===== config.mk =====
export PLATFORM = sky130hd
export DESIGN_NAME = pic_ctrl
export DESIGN_NICKNAME = d
export VERILOG_FILES = /design/src/pkg/pic_pkg.sv /design/src/rtl/pic_ctrl.sv
export VERILOG_INCLUDE_DIRS = /design/src /design/src/pkg
export SDC_FILE = /design/constraint.sdc
export NUM_CORES = 1
export LEC_CHECK = 0
export BUFFER_PORTS_ARGS = -buffer_cell sky130_fd_sc_hd__buf_2
export CORE_UTILIZATION = 24
export CTS_BUF_LIST = sky130_fd_sc_hd__clkbuf_4 sky130_fd_sc_hd__clkbuf_8
export DETAILED_ROUTE_END_ITERATION = 10
export PLACE_DENSITY = 0.38
export SYNTH_ARGS = -nofsm -noshare
export SYNTH_HDL_FRONTEND = slang
export SYNTH_SLANG_ARGS = --single-unit

===== constraint.sdc =====
create_clock -name ref_clk -period 1.9 [get_ports ref_clk]
set_input_delay 0.19 -clock ref_clk [delete_from_list [all_inputs] [get_ports ref_clk]]
set_output_delay 0.19 -clock ref_clk [all_outputs]
set_load 0.02 [all_outputs]

===== src/pkg/pic_defs.svh =====
// register offsets, reset values and vector addresses of the interrupt controller
`ifndef PIC_DEFS_SVH
`define PIC_DEFS_SVH

// ==========================================================
// data memory offsets (nibble registers)
`define PIC_ADDR_W 8
`define PIC_OFS_ENA 8'h50
`define PIC_OFS_ENB 8'h51
`define PIC_OFS_ENC 8'h52
`define PIC_OFS_END 8'h53
`define PIC_OFS_PNA 8'h55
`define PIC_OFS_PNB 8'h56
`define PIC_OFS_PNC 8'h57
`define PIC_OFS_PND 8'h58
`define PIC_OFS_GATE 8'h54

// ==========================================================
// field positions and reset values
`define PIC_GATE_BIT 0
`define PIC_RST_NIB 4'h0
`define PIC_RST_GATE 1'b0

// ==========================================================
// vector table: first start address and spacing
`define PIC_VEC_BASE 16'h0010
`define PIC_VEC_STEP 16'h0002
`define PIC_NSRC 14

`endif


===== src/pkg/pic_pkg.sv =====
// types shared by the interrupt controller
package pic_pkg;
    // ==========================================================
    // cpu-side sequencer events for one cycle
    typedef struct packed {
        logic boundary;
        logic gate_open_instr;
        logic gate_close_instr;
        logic return_from_handler;
    } pic_cpu_s;

    // ==========================================================
    // data memory access from the core
    typedef struct packed {
        logic wr;
        logic [7:0] addr;
        logic [3:0] wdata;
    } pic_mem_s;

    // arbitration result
    typedef enum logic [1:0] {
        PIC_IDLE,
        PIC_TAKE
    } pic_state_e;
endpackage


===== src/rtl/pic_ctrl.sv =====
// fourteen-source priority interrupt controller with nibble registers
`timescale 1ns/10ps
`include "pic_defs.svh"

// Function
// - fourteen sources, four pins, ten internal
// - pins 0-3 vector 0010H to 0016H
// - timers, serial vector 0018H to 001EH
// - time-base taps vector 0020H to 0026H
// - melody 0028H, level detector 002AH
// - lowest start address wins arbitration
// - losing requests stay pending
// - vector address handed to cpu
// - gate is bit 0 of nibble
// - accepting interrupt closes the gate
// - return from handler opens gate
// - reset closes the gate
// - gate register read only from memory
// - request needs flag and enable both
// - accepting leaves enable bits unchanged
// - reset clears all enable banks
// - bank a enables pin sources
// - bank b enables timers and serial
// - new request latched into flag
// - software write of one raises request
// - accept clears flag, reset clears all
// - only enabled requests release halt
module pic_ctrl #(
    parameter int NSRC = `PIC_NSRC
) (
    // clock and reset
    input wire logic ref_clk,
    input wire logic rst_b,
    // source events: 3:0 pins, 7:4 timer/serial, 11:8 taps, 12 melody, 13 level
    input wire logic [NSRC-1:0] src_pulse,
    // cpu sequencer
    input wire pic_pkg::pic_cpu_s cpu,
    input wire logic halt_state_flag,
    // data memory
    input wire pic_pkg::pic_mem_s mem,
    output logic [3:0] rdata_q,
    // to cpu
    output logic irq_take_q,
    output logic [15:0] vector_q,
    output logic halt_release_q,
    output logic global_irq_gate_q
);
    // ==========================================================
    // parameter check: the vector table is laid out for fourteen sources
    if (NSRC != `PIC_NSRC) begin : g_bad_nsrc
        $error("pic_ctrl serves exactly fourteen sources");
    end

    // ==========================================================
    // pin synchronisers: sources 3:0 come from port pins
    // two stages settle the pin, a third remembers it to find the edge
    // only the second and third stages feed logic beyond the chain, via the edge detect
    logic [3:0] pin_s1_q, pin_s2_q, pin_s3_q;
    logic [NSRC-1:0] ev;                  // one-cycle request events
    always_ff @(posedge ref_clk or negedge rst_b) begin
        if (!rst_b) begin
            pin_s1_q <= 4'h0;
            pin_s2_q <= 4'h0;
            pin_s3_q <= 4'h0;
        end else begin
            pin_s1_q <= src_pulse[3:0];
            pin_s2_q <= pin_s1_q;
            pin_s3_q <= pin_s2_q;
        end
    end
    // rising edge for pins, internal sources are already on this clock
    // a pin held high asks once; it must fall before it can ask again
    assign ev = {src_pulse[NSRC-1:4], pin_s2_q & ~pin_s3_q};

    // ==========================================================
    // enable banks and pending flags as one 16-bit image each
    logic [15:0] en_q;                    // bank d..a, 4 bits each
    logic [15:0] pend_q;
    logic [15:0] en_mask;                 // implemented bits
    // bits 15:14 have no source behind them and always read zero
    assign en_mask = 16'h3FFF;

    // index of a write into a nibble bank, or none
    // the subtraction wraps, so addresses below the base fall out of range
    function automatic logic [2:0] bank_of(input logic [7:0] a, input logic [7:0] base);
        logic [7:0] d;
        d = a - base;
        bank_of = (d < 8'h04) ? {1'b1, d[1:0]} : 3'b000;
    endfunction

    // decoded windows, nibble masks and the written value spread over all nibbles
    logic [2:0] en_wsel, pn_wsel;
    logic [15:0] pn_wmask, en_wmask, pn_wval, en_wval;
    always_comb begin
        en_wsel = bank_of(mem.addr, `PIC_OFS_ENA);
        pn_wsel = bank_of(mem.addr, `PIC_OFS_PNA);
        en_wmask = 16'h0000;
        pn_wmask = 16'h0000;
        en_wval = {4{mem.wdata}};
        pn_wval = {4{mem.wdata}};
        if (mem.wr && en_wsel[2]) begin
            en_wmask[{en_wsel[1:0], 2'b00} +: 4] = 4'hF;
        end
        if (mem.wr && pn_wsel[2]) begin
            pn_wmask[{pn_wsel[1:0], 2'b00} +: 4] = 4'hF;
        end
    end

    // enable banks: only software writes them
    // reset leaves every source disabled
    always_ff @(posedge ref_clk or negedge rst_b) begin
        if (!rst_b) begin
            en_q <= {4{`PIC_RST_NIB}};
        end else begin
            // accept never touches these bits
            en_q <= ((en_q & ~en_wmask) | (en_wval & en_wmask)) & en_mask;
        end
    end

    // ==========================================================
    // arbitration: lowest index is lowest start address
    logic [NSRC-1:0] live;                // flag and enable
    logic [NSRC-1:0] win_oh;
    logic [3:0] win_idx;
    logic any_live;
    assign live = pend_q[NSRC-1:0] & en_q[NSRC-1:0];
    // any_live also drives the halt release, without the gate
    assign any_live = |live;
    always_comb begin
        win_oh = '0;
        win_idx = 4'h0;
        // scan from the top so the lowest live index is the last one kept
        for (int i = NSRC - 1; i >= 0; i--) begin
            if (live[i]) begin
                win_oh = '0;
                win_oh[i] = 1'b1;
                win_idx = 4'(i);
            end
        end
    end

    logic take;                           // accept this cycle
    // decide only on a boundary, so the running instruction finishes
    // before the vector is handed over
    assign take = cpu.boundary && global_irq_gate_q && any_live;

    // pending flags: set beats clear, losers stay
    // only the winner is cleared; losers wait for the next boundary
    // a written nibble takes the written value: one sets, zero clears
    // a new event is or-ed in last, so it beats a clear or a written zero
    logic [15:0] pend_clr;
    assign pend_clr = take ? {2'b00, win_oh} : 16'h0000;
    always_ff @(posedge ref_clk or negedge rst_b) begin
        if (!rst_b) begin
            pend_q <= {4{`PIC_RST_NIB}};
        end else begin
            pend_q <= (((pend_q & ~pend_clr) & ~pn_wmask)
                      | (pn_wval & pn_wmask)
                      | {2'b00, ev}) & en_mask;
        end
    end

    // ==========================================================
    // global gate: instructions and accepts only, never data memory
    // an accept beats an open or a return in the same cycle, so the gate
    // can never stay open behind a vector that has just been handed over
    // data writes to the gate offset never reach this register
    always_ff @(posedge ref_clk or negedge rst_b) begin
        if (!rst_b) begin
            global_irq_gate_q <= `PIC_RST_GATE;
        end else if (take) begin
            global_irq_gate_q <= 1'b0;
        end else if (cpu.return_from_handler || cpu.gate_open_instr) begin
            global_irq_gate_q <= 1'b1;
        end else if (cpu.gate_close_instr) begin
            global_irq_gate_q <= 1'b0;
        end
    end

    // ==========================================================
    // vector handover to the cpu
    // the pulse lasts one cycle; the vector holds until the next accept
    // start addresses rise by one step for each step of priority
    always_ff @(posedge ref_clk or negedge rst_b) begin
        if (!rst_b) begin
            irq_take_q <= 1'b0;
            vector_q <= 16'h0000;
        end else begin
            irq_take_q <= take;
            if (take) begin
                vector_q <= `PIC_VEC_BASE + 16'({12'h000, win_idx} * `PIC_VEC_STEP);
            end
        end
    end

    // halt release ignores the gate
    // any enabled pending request frees a halted cpu, the gate plays no part
    always_ff @(posedge ref_clk or negedge rst_b) begin
        if (!rst_b) begin
            halt_release_q <= 1'b0;
        end else begin
            halt_release_q <= halt_state_flag && any_live;
        end
    end

    // ==========================================================
    // register read port
    // read data follows the address one cycle later
    // the gate register shows its flag in bit 0 and zeros above
    // a read has no side effect on any flag
    always_ff @(posedge ref_clk or negedge rst_b) begin
        if (!rst_b) begin
            rdata_q <= 4'h0;
        end else begin
            if (en_wsel[2]) begin
                rdata_q <= en_q[{en_wsel[1:0], 2'b00} +: 4];
            end else if (pn_wsel[2]) begin
                rdata_q <= pend_q[{pn_wsel[1:0], 2'b00} +: 4];
            end else if (mem.addr == `PIC_OFS_GATE) begin
                rdata_q <= {3'b000, global_irq_gate_q};
            end else begin
                rdata_q <= 4'h0;
            end
        end
    end
endmodule


# Word level (Yosys, flattened, before mapping)
# Index checks and enable logic that the tools add are counted.
[word_totals]
regBits = 63
inputBits = 34
out_inout_bits = 23
elab_cells = 87
[op_classes]
add_sub_neg = 5
order_cmp = 2
eq_ne = 1
n_shift = 6
n_mux = 39
bitwise_logic = 16
reduce_logical = 8
[ops]
columns = ["op", "n"]
rows = [
  ["$mux 14", 17],
  ["$and 14x14->14", 8],
  ["$mux 4", 16],
  ["$not 14->14", 3],
  ["$or 14x14->14", 3],
  ["$shiftx 16x5->4", 2],
  ["$shift 4x6->14 const A", 2],
  ["$shiftx 4x6->14 const A", 2],
  ["$lt 8x3->1 const B", 2],
  ["$sub 8x7->8 const B", 2],
  ["$reduce_or 14->1", 1],
  ["$neg 4->6", 2],
  ["$eq 8x7->1 const B", 1],
  ["$add 5x5->6 const A", 1],
  ["$mux 3", 2],
  ["$logic_and 1x1->1", 5],
  ["$and 4x4->4", 1],
  ["$mux 1", 4],
  ["$not 4->4", 1],
  ["$reduce_bool 3->1", 1],
  ["$logic_or 1x1->1", 1],
]

# Longest topological paths before layout
[depth]
depth_word = 21
mapped_depth = 9
mapped_depth_nobuf = 7

# Worst setup path before layout
# Ideal clock, no wire load.
[synth_timing]
path_kind = "input port to flip-flop"
startpoint = "input mem[4] (netlist bit)"
endpoint = "register pend_q[11]"
setup_time_ps = 126
arrival_ps = 2274
required_time_ps = 1774
slack_ps = -500
path_stages = 9
n_path_buf = 2
cell_sequence = "buf_4 -> clkbuf_1 -> inv_1 -> ha_1 -> o21bai_4 -> mux2_4 -> nor4_4 -> nor2b_1 -> a221o_1"
[synth_via]
elab_chain_len = 11
elab_cells_between_ends = 14
cone_classes = "2 x add/sub; 1 x order compare; 2 x shift; 2 x mux; 6 x bitwise; 1 x reduce/logical"
[synth_lines]
columns = ["element", "line_no", "text"]
rows = [
  ["start: declaration", "pic_ctrl.sv:40", "input wire pic_pkg::pic_mem_s mem,"],
  ["$sub 8x7->8 *", "pic_ctrl.sv:87", "d = a - base;"],
  ["$lt 8x3->1", "pic_ctrl.sv:88", "bank_of = (d < 8'h04) ? {1'b1, d[1:0]} : 3'b000;"],
  ["$mux 3 *", "pic_ctrl.sv:88", ""],
  ["$neg 4->6", "pic_ctrl.sv:105", "pn_wmask[{pn_wsel[1:0], 2'b00} +: 4] = 4'hF;"],
  ["$shiftx 4x6->14 / $shift 4x6->14 (equally long branches)", "pic_ctrl.sv:105", ""],
  ["$and 14x14->14 (no source line)", "--", ""],
  ["$mux 14 *", "pic_ctrl.sv:104", "if (mem.wr && pn_wsel[2]) begin"],
  ["$not 14->14", "pic_ctrl.sv:157", "pend_q <= (((pend_q & ~pend_clr) & ~pn_wmask)"],
  ["$and 14x14->14", "pic_ctrl.sv:157", ""],
  ["$or 14x14->14 *", "pic_ctrl.sv:158", "| (pn_wval & pn_wmask)"],
  ["$or 14x14->14 *", "pic_ctrl.sv:159", "| {2'b00, ev}) & en_mask;"],
  ["end signal: assignment", "pic_ctrl.sv:155", "pend_q <= {4{`PIC_RST_NIB}};"],
  ["end signal: assignment", "pic_ctrl.sv:157", ""],
  ["end: declaration", "pic_ctrl.sv:78", "logic [15:0] pend_q;"],
]
# Mark *: on every way between the ends. The rest lies on a longest branch, timed or not.
# A chain may end at the register's enable or synchronous reset.

# Worst setup path in the final report
[layout_timing]
startpoint = "register pend_q[2]"
endpoint = "register pend_q[11]"
[layout_via]
elab_chain_len = 10
elab_cells_between_ends = 12
cone_classes = "4 x mux; 6 x bitwise; 2 x reduce/logical"
[layout_lines]
columns = ["element", "line_no", "text"]
rows = [
  ["$and 14x14->14 *", "pic_ctrl.sv:126", "assign live = pend_q[NSRC-1:0] & en_q[NSRC-1:0];"],
  ["$mux 14 (3 in a row)", "pic_ctrl.sv:134", "if (live[i]) begin"],
  ["$mux 14 *", "pic_ctrl.sv:152", "assign pend_clr = take ? {2'b00, win_oh} : 16'h0000;"],
  ["$not 14->14 *", "pic_ctrl.sv:157", ""],
  ["$and 14x14->14 * (2 in a row)", "pic_ctrl.sv:157", ""],
  ["$or 14x14->14 *", "pic_ctrl.sv:158", ""],
  ["$or 14x14->14 *", "pic_ctrl.sv:159", ""],
]
# Marks and branches as above.

==> results.md <==
* Worst VDD drop at 0.000236 V
* Part of the Yosys area used for sequential elements at 47.3%
* Design area at 3630 um2
* Number of flops mapped to enable cells by yosys at 0
* Number of global-route vias before repair at 2261
* HP Start: src_pulse[9]
* Slew @ Worst Pin at 563 ps
* Crit path launch: pend_q[2]
* Crit path time final at 1780 ps
* Post-Syn Instances at 252
* Clk root buf: clkbuf_8
* PwrDens at 716 nW/um2
* WL per Instance at 16.4 um
* Clock-pin slew on the worst setup and hold paths at 100 ps
* Fin. max-slew vios at 0
* GRT Total Usage at 14.4%
* Critical path data required time at 2110 ps
* CTS buffer count at 5
* Syn. warnings at 0
* Setup Skew at 4.72 ps
* Total gr overflow at 0
* RSZ-0062 raised after global routing: yes
* Detailed Route WL at 8.02 mm
* Max Fanout on Critical Path at 4
* DRC at 0
* H-tree Lvls at 2
* Unique masters post-synth at 55
* Number of buffers and inverters on the critical path at 1
* #FFs+latches synth at 52
* Fmax at 562 MHz
* Placer Congestion at 0.823
* Share of layout cells above drive strength 1 at 38.0%
* Area of the core at 11000 um2
* Fin nets at 385
* Crit-path max cell delay at 400 ps
* Vias per inst at 4.68
* CTS tree: yes
* Crit-path leading delay family: compound AO/OA/AOI/OAI gates
* Initial core utilization at 25.1%
* Die height at 109 um
* Period Utilization, post-route at 93.7%
* Lkg Pwr at 1.69 nW
* Final Setup Violations at 0
* Ys flop type: dfrtp_1
* HP Class: in2reg
* Cell row count at 38
* Crit. End Element: flip-flop
* Placed Area at 3460 um2
* Crit path max-delay cell type: dfrtp_1
* CTS Buffer Depth at 2
* Final hold violations at 0
* Reg2reg start: pend_q[2]
* Final antenna-violating net count at 0
* Total Power at 2.60 mW
* Worst slew margin at 62.4%
* First-pass GRT wire length at 12.7 mm
* Number of antenna diodes at 0
* Clock Sinks at 52
* Post-Syn Area per Cell at 10.9 um2
* Iteration-0 DRC count of the detailed router at 95
* Vias at 2291
* Port bufs at 45
* Final HPWL DP at 6.39 mm
* Async SR Flop Fraction at 100%
* Largest net degree at the start of global routing at 26
* Most frequent cells in the layout: 51 x dfrtp_1, 47 x buf_4, 45 x buf_2
* Worst skew pair latency at 320 ps
* Startpoint types: flip-flop
* Critical path cell sequence: a22oi_2 -> nand4_1 -> nor3b_2 -> buf_4 -> nand4_1 -> a221o_1
* Most common cell after layout, fill and taps aside: dfrtp_1
* WS Path Type: reg2reg
* Maxcap violations at 0
* Chip width at 109 um
* Mapped Area at 2750 um2
* Outcome: finished clean
* I/O pins at 57
* Area Overhead vs Synth at 32.0%
* Initial antenna violation count at 0
* First-pass DRT Iterations at 4
* Most frequent CP cell: nand4_1
* Die area at 11900 um2
* Worst Path Arrival at 1990 ps
stage by stage:
| step | std cells | util [%] | hold WS (ps) | TNS [ps] | worst slack, ps |
|---|---|---|---|---|---|
| 3_5_place_dp | 476 | 31.5 | 221 | -160 | -28.2 |
| 5_1_grt | 490 | 33.1 | 43.3 | -23.8 | -19.2 |
| 3_3_place_gp | 476 | 31.5 | 219 | -129 | -35.9 |
| 4_1_cts | 489 | 32.9 | 50.1 | 0 | 6.62 |
| 6_report | 490 | 33.1 | 57.4 | 0 | 120 |
| 2_1_floorplan | 262 | - | -106 | -10.7 | -10.7 |
where the power goes:
part / internal, mW / switching (mW) / leakage (nW)
registers: 1.19 / 0.0510 / 0.607
logic: 0.283 / 0.389 / 1.04
clock network: 0.271 / 0.417 / 0.0463
synth_stat cells, drive strengths merged (5+ instances only):
master   n  area share [%]
dfrtp   52              47
nand2   28             3.8
o21ai   17             3.1
buf     14             3.8
mux2    14             5.9
a21oi   11             2.0
inv      9             1.2
nand3    9             1.8
a22o     8             2.5
a22oi    7             2.1
nor2b    7             1.6
nor2     6            0.82
nand2b   5             1.3
nand3b   5             1.4
worst register-to-register path, cell delays in order, from the launching register on:
cell and delay [ps]:
dfrtp_1 400, a22oi_2 250, nand4_1 220, nor3b_2 220
buf_4 160, nand4_1 100, a221o_1 330
logic make-up after synthesis:
family | count (synthesis) | share of synthesized area (%)
muxes | 22 | 11.0
other | 1 | 0.136
and+or+nand+nor | 79 | 16.9
xor gates and xnor gates | 1 | 0.318
DFF | 52 | 47.3
adders and majority gates | 2 | 0.909
buffers and inverters | 26 | 5.46
AOI/OAI and AO/OA | 69 | 18.0
repair_timing:
| item | 4_1_cts | 5_1_grt |
|---|---|---|
| resized for setup | 1 | 4 |
| buffers inserted | 0 | 1 |
| setup endpoints to repair | 1 | 7 |
| pin swaps | 1 | 2 |
| hold buffers | 5 | 0 |
| hold endpoints to repair | 27 | 0 |
routing by layer:
metal / global-route usage, % / wire, um / vias up
met5: 0 / 0 / -
met4: 3.76 / 82 / 0
met3: 2.63 / 399 / 8
met2: 23.1 / 3770 / 60
met1: 19.8 / 3760 / 1112
li1: - / - / 1111
worst paths after layout:
kind                       slack, ps                 to  cells past startpoint
max                              120         pend_q[11]                      6
min                               60          pend_q[9]                      2
max reg2reg                      120         pend_q[11]                      6
min reg2reg                      350        pin_s2_q[2]                      0
max in group asynchronous        890          pend_q[8]                      3
min in group asynchronous        380  global_irq_gate_q                      2
final cells by class:
| class | instances | area [um2] |
|---|---|---|
| repair buffers | 97 | 628 |
| clock buffers | 5 | 68.8 |
| fillers | 1151 | 7350 |
| flip-flops and latches | 52 | 1300 |
| multi-input cells | 184 | 1390 |
| well taps | 140 | 175 |
| clock inverters | 3 | 27.5 |
| inverters | 9 | 41.3 |
Power figures use the tool's default switching activity.
